File: src/logic/aics_pkg.sv
`default_nettype none

package aics_pkg;
	// ----------------------------------------
	// Setup word layout
	// ----------------------------------------
	localparam int CFG_W = 14;
	localparam int CH_W = 3;
	localparam int OVR_BIT = 13;
	localparam int MODE_HI = 12;
	localparam int MODE_LO = 10;
	localparam int PAIR_N_BIT = 11;
	localparam int UNI_BIT = 12;
	localparam int SEL_HI = 9;
	localparam int SEL_LO = 7;
	localparam int BW_BIT = 6;
	localparam int REF_HI = 5;
	localparam int REF_LO = 3;
	localparam int SCAN_HI = 2;
	localparam int SCAN_LO = 1;
	localparam int RB_BIT = 0;
	// Flag set, single ground, last channel 7, quarter width, scan off
	localparam logic [CFG_W-1:0] CFG_RESET = 14'h3FC1;

	// ----------------------------------------
	// Field codes
	// ----------------------------------------
	localparam logic [2:0] MODE_SINGLE_GND = 3'h7;
	localparam logic [2:0] MODE_COM_BIP = 3'h2;
	localparam logic [2:0] MODE_COM_UNI = 3'h6;
	localparam logic [1:0] SCAN_OFF = 2'h0;
	localparam logic [1:0] SCAN_UPDATE = 2'h1;
	localparam logic [1:0] SCAN_TEMP = 2'h2;
	localparam logic [1:0] SCAN_NOTEMP = 2'h3;
	localparam logic [2:0] REF_INT_LO = 3'h0;
	localparam logic [2:0] REF_INT_HI = 3'h1;
	localparam logic [2:0] REF_EXT_TEMP = 3'h2;
	localparam logic [2:0] REF_EXT_BUF_TEMP = 3'h3;
	localparam logic [2:0] REF_EXT_BUF = 3'h6;
	localparam logic [2:0] REF_EXT = 3'h7;

	// ----------------------------------------
	// Types
	// ----------------------------------------
	typedef enum logic [1:0] {AICS_NEG_GND, AICS_NEG_COM, AICS_NEG_PAIR} aics_neg_t;
	typedef enum logic [1:0] {AICS_SEQ_IDLE, AICS_SEQ_CHAN, AICS_SEQ_TEMP} aics_seq_t;
endpackage : aics_pkg

`default_nettype wire

File: src/logic/aics_config_seq.sv
`default_nettype none

module aics_config_seq (
	// Clock and reset
	input wire logic i_mclk,
	input wire logic i_rst_n,
	// Serial port pins
	input wire logic i_cnv,
	input wire logic i_sck,
	input wire logic i_din,
	output logic o_sdo,
	output logic o_sdo_oe,
	// Selection for the conversion now due
	output logic [aics_pkg::CH_W-1:0] o_conv_pos_ch,
	output var aics_pkg::aics_neg_t o_conv_neg_kind,
	output logic [aics_pkg::CH_W-1:0] o_conv_neg_ch,
	output logic o_conv_temp,
	output logic o_conv_bipolar,
	output logic o_result_twos,
	// Analog controls
	output logic o_full_bw,
	output logic o_int_ref_en,
	output logic o_int_ref_hi,
	output logic o_int_buf_en,
	output logic o_temp_en,
	// State view
	output logic [aics_pkg::CFG_W-1:0] o_active_cfg,
	output logic o_seq_running
);
	import aics_pkg::*;

	// ----------------------------------------
	// Declarations
	// ----------------------------------------
	logic frame;
	logic frame_start;
	logic cnv_rise;
	logic sck_fall;
	logic word_valid;
	logic [CFG_W-1:0] word;
	logic accept;
	logic [CFG_W-1:0] cfg_q;
	aics_seq_t seq_q;
	logic [CH_W-1:0] idx_q;
	logic with_temp_q;
	logic [CFG_W-1:0] sdo_q;
	logic pair_mode;
	logic [CH_W-1:0] sel;
	logic [CH_W-1:0] last_start;
	logic [CH_W-1:0] step;
	logic last_reached;
	logic shape_change;
	logic [CH_W-1:0] pos_d;
	logic [CH_W-1:0] neg_ch_d;
	aics_neg_t neg_kind_d;
	logic bip_d;
	logic temp_d;

	// ----------------------------------------
	// Serial receiver
	// ----------------------------------------
	aics_serial_rx #(
		.CFG_W(CFG_W)
	) u_rx (
		.i_mclk(i_mclk),
		.i_rst_n(i_rst_n),
		.i_cnv(i_cnv),
		.i_sck(i_sck),
		.i_din(i_din),
		.o_frame(frame),
		.o_frame_start(frame_start),
		.o_cnv_rise(cnv_rise),
		.o_sck_fall(sck_fall),
		.o_word_valid(word_valid),
		.o_word(word)
	);

	// A low flag bit marks a read-only access, so its word is discarded
	assign accept = word_valid && word[OVR_BIT];

	// Setup word, replaced only by a complete flagged word
	always_ff @(posedge i_mclk or negedge i_rst_n) begin
		if (!i_rst_n) begin
			cfg_q <= CFG_RESET;
		end else if (accept) begin
			cfg_q <= word;
		end
	end

	// ----------------------------------------
	// Sequencer
	// ----------------------------------------
	assign pair_mode = !cfg_q[PAIR_N_BIT];
	assign sel = cfg_q[SEL_HI:SEL_LO];
	// Pairs start on even inputs, so the last pair is set by the select's top bits
	assign last_start = pair_mode ? {sel[CH_W-1:1], 1'b0} : sel;
	assign step = pair_mode ? 3'h2 : 3'h1;
	assign last_reached = idx_q >= last_start;
	assign shape_change = word[PAIR_N_BIT] != cfg_q[PAIR_N_BIT]
		|| word[SEL_HI:SEL_LO] != sel;

	// Position and mode; a write wins over a step landing in the same cycle
	always_ff @(posedge i_mclk or negedge i_rst_n) begin
		if (!i_rst_n) begin
			seq_q <= AICS_SEQ_IDLE;
			idx_q <= '0;
			with_temp_q <= 1'b0;
		end else if (accept) begin
			case (word[SCAN_HI:SCAN_LO])
				SCAN_TEMP, SCAN_NOTEMP: begin
					seq_q <= AICS_SEQ_CHAN;
					idx_q <= '0;
					with_temp_q <= word[SCAN_HI:SCAN_LO] == SCAN_TEMP;
				end
				SCAN_UPDATE: begin
					if (seq_q != AICS_SEQ_IDLE && shape_change) begin
						seq_q <= AICS_SEQ_CHAN;
						idx_q <= '0;
					end // Otherwise the scan keeps its place
				end
				default: begin
					seq_q <= AICS_SEQ_IDLE;
					idx_q <= '0;
				end
			endcase
		end else if (cnv_rise) begin
			case (seq_q)
				AICS_SEQ_CHAN: begin
					if (!last_reached) begin
						idx_q <= idx_q + step;
					end else if (with_temp_q) begin
						seq_q <= AICS_SEQ_TEMP;
					end else begin
						idx_q <= '0;
					end
				end
				AICS_SEQ_TEMP: begin
					seq_q <= AICS_SEQ_CHAN;
					idx_q <= '0;
				end
				default: begin
					idx_q <= '0;
				end
			endcase
		end
	end

	// ----------------------------------------
	// Multiplexer decode
	// ----------------------------------------
	always_comb begin
		temp_d = seq_q == AICS_SEQ_TEMP;
		neg_ch_d = '0;
		if (pair_mode) begin
			neg_kind_d = AICS_NEG_PAIR;
			bip_d = !cfg_q[UNI_BIT];
			if (seq_q == AICS_SEQ_CHAN) begin
				pos_d = {idx_q[CH_W-1:1], 1'b0};
				neg_ch_d = {idx_q[CH_W-1:1], 1'b1};
			end else begin
				pos_d = sel;
				neg_ch_d = sel ^ 3'h1;
			end
		end else begin
			pos_d = seq_q == AICS_SEQ_CHAN ? idx_q : sel;
			case (cfg_q[MODE_HI:MODE_LO])
				MODE_COM_BIP: begin
					neg_kind_d = AICS_NEG_COM;
					bip_d = 1'b1;
				end
				MODE_COM_UNI: begin
					neg_kind_d = AICS_NEG_COM;
					bip_d = 1'b0;
				end
				default: begin
					// Unlisted single code 011 behaves as plain ground
					neg_kind_d = AICS_NEG_GND;
					bip_d = 1'b0;
				end
			endcase
		end
		// Sensor is measured from ground as straight binary
		if (temp_d) begin
			neg_kind_d = AICS_NEG_GND;
			bip_d = 1'b0;
		end
	end

	// Registered selection presented to the converter
	always_ff @(posedge i_mclk or negedge i_rst_n) begin
		if (!i_rst_n) begin
			o_conv_pos_ch <= '0;
			o_conv_neg_kind <= AICS_NEG_GND;
			o_conv_neg_ch <= '0;
			o_conv_temp <= 1'b0;
			o_conv_bipolar <= 1'b0;
			o_result_twos <= 1'b0;
		end else begin
			o_conv_pos_ch <= pos_d;
			o_conv_neg_kind <= neg_kind_d;
			o_conv_neg_ch <= neg_ch_d;
			o_conv_temp <= temp_d;
			o_conv_bipolar <= bip_d;
			o_result_twos <= bip_d;
		end
	end

	// ----------------------------------------
	// Reference, buffer, sensor and filter
	// ----------------------------------------
	// Unlisted reference codes power everything down, the safest default
	always_ff @(posedge i_mclk or negedge i_rst_n) begin
		if (!i_rst_n) begin
			o_int_ref_en <= 1'b1;
			o_int_ref_hi <= 1'b0;
			o_int_buf_en <= 1'b1;
			o_temp_en <= 1'b1;
			o_full_bw <= 1'b0;
		end else begin
			o_full_bw <= !cfg_q[BW_BIT];
			o_int_ref_en <= cfg_q[REF_HI:REF_LO] == REF_INT_LO
				|| cfg_q[REF_HI:REF_LO] == REF_INT_HI;
			o_int_ref_hi <= cfg_q[REF_HI:REF_LO] == REF_INT_HI;
			case (cfg_q[REF_HI:REF_LO])
				REF_INT_LO, REF_EXT_BUF_TEMP: begin
					o_int_buf_en <= 1'b1;
					o_temp_en <= 1'b1;
				end
				REF_INT_HI, REF_EXT_BUF: begin
					o_int_buf_en <= 1'b1;
					o_temp_en <= 1'b0;
				end
				REF_EXT_TEMP: begin
					o_int_buf_en <= 1'b0;
					o_temp_en <= 1'b1;
				end
				default: begin
					o_int_buf_en <= 1'b0;
					o_temp_en <= 1'b0;
				end
			endcase
		end
	end

	// ----------------------------------------
	// Readback and state view
	// ----------------------------------------
	// Setup word out on falling edges while readback is enabled
	always_ff @(posedge i_mclk or negedge i_rst_n) begin
		if (!i_rst_n) begin
			sdo_q <= '0;
		end else if (frame_start) begin
			sdo_q <= cfg_q[RB_BIT] ? '0 : cfg_q;
		end else if (sck_fall) begin
			sdo_q <= {sdo_q[CFG_W-2:0], 1'b0};
		end
	end

	assign o_sdo = sdo_q[CFG_W-1];
	assign o_sdo_oe = frame;
	assign o_active_cfg = cfg_q;
	assign o_seq_running = seq_q != AICS_SEQ_IDLE;
endmodule : aics_config_seq

`default_nettype wire

File: src/logic/aics_serial_rx.sv
`default_nettype none

module aics_serial_rx #(
	parameter int CFG_W = aics_pkg::CFG_W
) (
	// Clock and reset
	input wire logic i_mclk,
	input wire logic i_rst_n,
	// Serial pins, asynchronous to i_mclk
	input wire logic i_cnv,
	input wire logic i_sck,
	input wire logic i_din,
	// Frame events
	output logic o_frame,
	output logic o_frame_start,
	output logic o_cnv_rise,
	output logic o_sck_fall,
	// Received word
	output logic o_word_valid,
	output logic [CFG_W-1:0] o_word
);
	import aics_pkg::*;

	localparam int CNT_W = $clog2(CFG_W + 1);
	localparam logic [CNT_W-1:0] CNT_LAST = CNT_W'(CFG_W - 1);
	localparam logic [CNT_W-1:0] CNT_DONE = CNT_W'(CFG_W);

	logic [2:0] sync1_q;
	logic [2:0] sync2_q;
	logic [2:0] dly_q;
	logic cnv_s;
	logic din_s;
	logic sck_rise;
	logic [CNT_W-1:0] cnt_q;
	logic [CFG_W-2:0] shift_q;

	// ----------------------------------------
	// Pin synchronisers, bit 2 conversion, 1 clock, 0 data
	// ----------------------------------------
	always_ff @(posedge i_mclk or negedge i_rst_n) begin
		if (!i_rst_n) begin
			sync1_q <= 3'h4;
			sync2_q <= 3'h4;
			dly_q <= 3'h4;
		end else begin
			sync1_q <= {i_cnv, i_sck, i_din};
			sync2_q <= sync1_q;
			dly_q <= sync2_q;
		end
	end

	// Edges; data and clock share the same delay so they stay aligned
	assign cnv_s = sync2_q[2];
	assign din_s = sync2_q[0];
	assign sck_rise = sync2_q[1] & ~dly_q[1] & ~cnv_s;
	assign o_sck_fall = ~sync2_q[1] & dly_q[1] & ~cnv_s;
	assign o_cnv_rise = cnv_s & ~dly_q[2];
	assign o_frame_start = ~cnv_s & dly_q[2];
	assign o_frame = ~cnv_s;

	// Bit counter; conversion high ends the frame and drops a partial word
	always_ff @(posedge i_mclk or negedge i_rst_n) begin
		if (!i_rst_n) begin
			cnt_q <= '0;
			shift_q <= '0;
		end else if (cnv_s) begin
			cnt_q <= '0;
		end else if (sck_rise && cnt_q != CNT_DONE) begin
			cnt_q <= cnt_q + 1'b1;
			shift_q <= {shift_q[CFG_W-3:0], din_s};
		end
	end

	// Word out on the last of the first 14 rising edges; later edges ignored
	always_ff @(posedge i_mclk or negedge i_rst_n) begin
		if (!i_rst_n) begin
			o_word_valid <= 1'b0;
			o_word <= '0;
		end else begin
			o_word_valid <= sck_rise && cnt_q == CNT_LAST;
			if (sck_rise && cnt_q == CNT_LAST) begin
				o_word <= {shift_q, din_s};
			end
		end
	end
endmodule : aics_serial_rx

`default_nettype wire

File: config.mk
export PLATFORM = sky130hd
export DESIGN_NAME = aics_config_seq
export DESIGN_NICKNAME = d
export VERILOG_FILES = /design/src/logic/aics_pkg.sv /design/src/logic/aics_config_seq.sv /design/src/logic/aics_serial_rx.sv
export SDC_FILE = /design/constraint.sdc
export NUM_CORES = 1
export LEC_CHECK = 0
export BUFFER_PORTS_ARGS = -buffer_cell sky130_fd_sc_hd__buf_2
export CAP_MARGIN = 10
export CORE_ASPECT_RATIO = 0.6
export CORE_MARGIN = 5
export CORE_UTILIZATION = 55
export CTS_CLUSTER_DIAMETER = 120
export DETAILED_ROUTE_END_ITERATION = 8
export HOLD_SLACK_MARGIN = 0.12
export PLACE_DENSITY_LB_ADDON = 0.12
export SKIP_LAST_GASP = 1
export SLEW_MARGIN = 10
export SYNTH_ARGS = -nofsm -noshare
export SYNTH_HDL_FRONTEND = slang
export SYNTH_HIERARCHICAL = 1
export SYNTH_SLANG_ARGS = --single-unit
File: constraint.sdc
create_clock -name i_mclk -period 2.2 [get_ports i_mclk]
set_input_delay 0.22 -clock i_mclk [delete_from_list [all_inputs] [get_ports i_mclk]]
set_output_delay 0.22 -clock i_mclk [all_outputs]
set_load 0.02 [all_outputs]
# After elaboration in Yosys (flattened, before gate mapping)
# Index checks and enable logic that the tools add are counted.
# W data, S select, Z words.
# totals
regBits,90
latch_bits,0
ramBits,0
romBits,0
input_bits,5
elab_cells,111
n_memories,0
# op_classes
add_sub_neg,2
mul,0
n_div,0
n_lt_le_gt_ge,1
eq_ne,19
shifts,0
mux,34
n_bitwise,11
reduce_logical,22
# op_table
cell,n
$mux W14,3
$mux W3,12
$mux W2,8
$eq A3 B2 Y1 const B,3
$ne A3 B3 Y1 const B,3
$mux W4,2
$ne A4 B4 Y1 const B,2
$pmux W2 S2,2
$reduce_bool A2 Y1,4
$mux W1,7
$and A1 B1 Y1,6
$eq A2 B2 Y1 const B,3
$eq A3 B3 Y1 const B,2
$not A1 Y1,5
$reduce_and A5 Y1,1
$add A4 B1 Y4 const B,1
$eq A2 B1 Y1 const B,2
$eq A4 B4 Y1 const B,1
$logic_and A1 B1 Y1,4
$reduce_and A2 Y1,2
$reduce_or A2 Y1,2
$reduce_or A4 Y1,1
$add A3 B2 Y3,1
$eq A3 B1 Y1 const B,1
9 further kinds,11

# Longest topological paths before layout
# logic_depth
depth_word,6
depth_mapped,7
mapped_depth_nobuf,7

# Cells and area by module
# Netlist, hierarchy kept.
# modules_own_cells
mod,instances,cells_each,area_per_inst_um2,seq_area_each_um2
aics_config_seq,1,197,2074.5,1216.2
aics_serial_rx,1,96,1574.0,1004.7

# Least setup slack after synthesis
# Ideal clock, no wire load.
# synth_timing
kind,register -> register
start,"reg cfg_q[11], in the netlist o_active_cfg[11]"
end,reg seq_q[1]
arrival_time_ns,1.715
slack_ns,0.366
path_stages_with_launch,8
period_less_slack_ns,1.834
cell_sequence,dfstp_2 > and2_2 > ha_1 > nor2b_1 > o21ai_0 > and2_1 > nor2b_1 > o21ba_1
# synth_between
elab_chain_cells,5
word_cells_on_any_way,8
cone_classes,1 x order compare; 3 x eq/ne; 1 x mux; 3 x reduce/logical
# synth_rtl
item,line,source
"start, declared",aics_config_seq.sv:42,logic [CFG_W-1:0] cfg_q;
"start signal, assigned",aics_config_seq.sv:86,cfg_q <= word;
branches (longest 4 deep; another with $ge A3 B3 Y1),--,
$reduce_and A5 Y1 (no source line) *,--,
"end signal, assigned",aics_config_seq.sv:105,seq_q <= AICS_SEQ_IDLE;
"end signal, assigned",aics_config_seq.sv:117,seq_q <= AICS_SEQ_CHAN;
"end signal, assigned",aics_config_seq.sv:122,seq_q <= AICS_SEQ_IDLE;
"end, declared",aics_config_seq.sv:43,aics_seq_t seq_q;
# Mark *: on every way between the ends.
# A chain may end at the register's enable or synchronous reset.

# Final worst setup path
# layout_timing
start,"reg cfg_q[8], in the netlist o_active_cfg[8]"
end,reg seq_q[0]
# layout_between
elab_chain_cells,5
word_cells_on_any_way,7
cone_classes,1 x order compare; 3 x eq/ne; 3 x reduce/logical
# layout_rtl
item
branches (longest 4 deep; another with $ge A3 B3 Y1)
$reduce_and A5 Y1 (no source line) *
# Marks and branches as above.

==> results.json <==
{
  "global_routing_usage_summed_across_all_routing_layers_pct": 18.2,
  "floorplan.die_area_mm2": 0.00842,
  "cts.clk_slew.worst_paths_ps": 80,
  "fraction_of_synthesis_flops_using_an_asynchronous_set_or_reset_pin_pct": 100,
  "yosys.area.top_type_share_pct": 50.1,
  "place_congestion": 0.872,
  "finalHoldViolCount": 0,
  "worst-path-max-fanout": 4,
  "yosysMostFrequentCell": "sky130_fd_sc_hd__dfrtp_1",
  "tns_ps": 0,
  "period_share_pct": 88.1,
  "grt_remaining_overflow": 0,
  "detail_route.wirelength_um": 6840,
  "post_route_cells_drive_above_1_share_pct": 31.7,
  "report.final.slew_viol_count": 0,
  "rsz0062_at_grt": "no",
  "final_nets": 355,
  "min_path_type": "reg -> reg",
  "synthesis.nets": 306,
  "tritoncts.num_buffers": 9,
  "dr.first_iter.drc_count": 147,
  "critical_path_at_ps": 2180,
  "ys.warnings.count": 6,
  "finalInstanceArea_mm2": 0.00418,
  "initial_utilization_pct": 55.6,
  "netlist_top_cells_count": "73 x sky130_fd_sc_hd__dfrtp_1, 51 x sky130_fd_sc_hd__nand2_1, 23 x sky130_fd_sc_hd__o21ai_0",
  "power.total_w": 0.00294,
  "grt_max_degree": 51,
  "remaining_drc_errors": 0,
  "ant_nets": 0,
  "clock-sinks": 88,
  "most_area_consuming_cells_after_synthesis": "sky130_fd_sc_hd__dfrtp_1 50%, sky130_fd_sc_hd__dfstp_2 11%, sky130_fd_sc_hd__mux2_2 5.6%, sky130_fd_sc_hd__nand2_1 5.2%, sky130_fd_sc_hd__mux2_4 3.7%",
  "grt_most_used_layer": "met1",
  "die_h_um": 73.1,
  "status": "finished, final reports clean",
  "synthesis.instances": 293,
  "worst_ir_drop_vdd_mv": 0.508,
  "dr_total_vias": 2215,
  "maxSlewHeadroom_pct": 48.5,
  "slowest_delay_ps": 590,
  "port-buffer-count": 37,
  "timing.critical_path.slowest_stage_cell": "sky130_fd_sc_hd__dfstp_2",
  "groute.layer.met2.usage_pct": 24.0,
  "power-per-cell-area_mw_per_mm2": 703,
  "cp_cell_instances": "inv_1 -> ha_1 -> nand2_1 -> o21ai_0 -> and2_1 -> nor2b_1 -> o22ai_1",
  "clock_tree_from_tritoncts": "yes",
  "clock_latency_ps": 350,
  "vias_per_cell": 5.10,
  "max_cap_viol_count": 0,
  "grt_first_pass_wirelength_um": 11400,
  "die_w_um": 115,
  "core_area_mm2": 0.00656,
  "maxClockFrequency_mhz": 516,
  "cts_root_buffer": "sky130_fd_sc_hd__clkbuf_8",
  "synth_sequential_area_ratio_pct": 60.9,
  "cp_num_buf_inv": 1,
  "yosys.area.top_type": "sky130_fd_sc_hd__dfrtp_1",
  "cp_data_required_time_ps": 2440,
  "synth.avg_cell_area_um2": 12.5,
  "final.setup_skew_ps": 7.06,
  "path_delay_family": "flip-flops",
  "synthToLayoutAreaGrowth_pct": 14.6,
  "synth_seq_cells": 88,
  "critPathCaptureType": "flip-flop",
  "worst_setup_path_start_kind": "flip-flop",
  "antennaDiodeCount": 0,
  "minimum_clock_period_after_layout_ps": 1940,
  "setup_viol_count_final": 0,
  "tightest_slew_ps": 771,
  "synth-edff-count": 0,
  "deepest_level_of_the_cts_h_tree": 3,
  "count_of_pins_on_the_block_boundary": 38,
  "clock_path_buffers": 2,
  "first_pass_iters": 4,
  "grt_util_met1_pct": 27.9,
  "grt_pass1_vias": 2178,
  "dp_hpwl_um": 4810,
  "synth_top_flop_cell": "sky130_fd_sc_hd__dfrtp_1",
  "synth.cell_area_mm2": 0.00365,
  "grt_antenna_before_repair": 0,
  "hold-worst-slack_ps": 357,
  "row_count": 23,
  "setup.worst_path.class": "reg -> reg",
  "wl_per_cell_um": 15.8,
  "post_dp_cell_area_mm2": 0.00395,
  "globalRouteMet3Util_pct": 6.79,
  "yosys_cell_types": 46,
  "p_leak_nw": 2.02,
  "nFillCells": 517
}
[layout by cell type (no fill, tap or decap), drive strengths merged, types with 2 or more instances in the layout]
master and instances:
a211oi 2, a21oi 4, a22o 2, and2 6, buf 45, clkbuf 13, clkinv 3, dfrtp 73
dfstp 15, dlygate4sd3 4, ha 7, inv 9, mux2 27, mux2i 13, nand2 51, nand2b 4
nand3 4, nand3b 3, nor2 7, nor2b 6, nor3 2, nor3b 2, o21ai 23, o31ai 3
xor2 4
[final cells by class]
class / instances / area, um^2 / share of cell area (%)
clock inverters: 3 / 15.0 / 0.359
inverters: 9 / 33.8 / 0.808
well taps: 87 / 109 / 2.60
repair buffers: 49 / 300 / 7.18
flip-flops and latches: 88 / 2220 / 53.1
multi-input cells: 185 / 1330 / 31.9
clock buffers: 13 / 169 / 4.04
[worst register-to-register path, cell delays in order (launching register included)]
cell and delay, ps:
sky130_fd_sc_hd__dfstp_2 590, sky130_fd_sc_hd__inv_1 80, sky130_fd_sc_hd__ha_1 270, sky130_fd_sc_hd__nand2_1 40, sky130_fd_sc_hd__o21ai_0 360, sky130_fd_sc_hd__and2_1 210
sky130_fd_sc_hd__nor2b_1 190, sky130_fd_sc_hd__o22ai_1 80
[sequential cells by signal, summed over array words and instances, names as in the netlist, 3 cells and up]
| name | flops |
|---|---|
| u_rx/shift_q | 13 |
| o_active_cfg | 14 |
| u_rx/sync1_q | 3 |
| u_rx/o_word | 14 |
| u_rx/cnt_q | 4 |
| u_rx/sync2_q | 3 |
| o_conv_neg_ch | 3 |
| sdo_q | 13 |
| idx_q | 3 |
| o_conv_pos_ch | 3 |
[per-stage QoR]
| step | cells | setup WS [ps] | util [%] |
|---|---|---|---|
| 2_1_floorplan | 293 | 366 | - |
| 3_3_place_gp | 414 | 308 | 60.2 |
| 3_5_place_dp | 414 | 155 | 60.2 |
| 5_1_grt | 434 | 96.2 | 63.7 |
| 4_1_cts | 434 | 149 | 63.6 |
| 6_report | 434 | 262 | 63.7 |
[path summary, 6_finish.rpt]
| check | endpoint | slack [ps] | cells past startpoint | from |
|---|---|---|---|---|
| max | seq_q[0] | 260 | 7 | o_active_cfg[8] |
| min | u_rx/sync2_q[2] | 360 | 0 | u_rx/sync1_q[2] |
| min in group asynchronous | u_rx/cnt_q[2] | 380 | 2 | i_rst_n |
| max reg2reg | seq_q[0] | 260 | 7 | o_active_cfg[8] |
| min reg2reg | u_rx/sync2_q[2] | 360 | 0 | u_rx/sync1_q[2] |
| max in group asynchronous | o_active_cfg[13] | 1150 | 3 | i_rst_n |
[cells by family after synthesis]
logic type	Yosys count	synth area share [%]
simple gates	90	12.0
fa+ha+maj	8	2.95
mux	40	12.8
compound gates	42	7.10
buf+inv	20	2.88
flops	88	60.9
xor+xnor	5	1.41
[what timing repair did]
item / in CTS / in global routing
endpoints found under the hold margin: 35 / 0
endpoints found under the setup margin: 0 / 2
gates resized for setup: 0 / 1
buffers inserted: 0 / 0
hold buffers: 4 / 0
[routing by layer]
metal	routed length, um	vias up
li1	-	1100
met4	23	0
met3	447	2
met2	2820	61
met5	0	-
met1	3550	1052
[report_power, final]
| part | total, W | switching, W | internal (W) |
|---|---|---|---|
| sequential | 0.00176 | 0.0000629 | 0.00170 |
| combinational | 0.000161 | 0.0000758 | 0.0000849 |
| clock | 0.00102 | 0.000519 | 0.000498 |
| total | 0.00294 | 0.000658 | 0.00228 |
(Power assumes the default switching activity.)
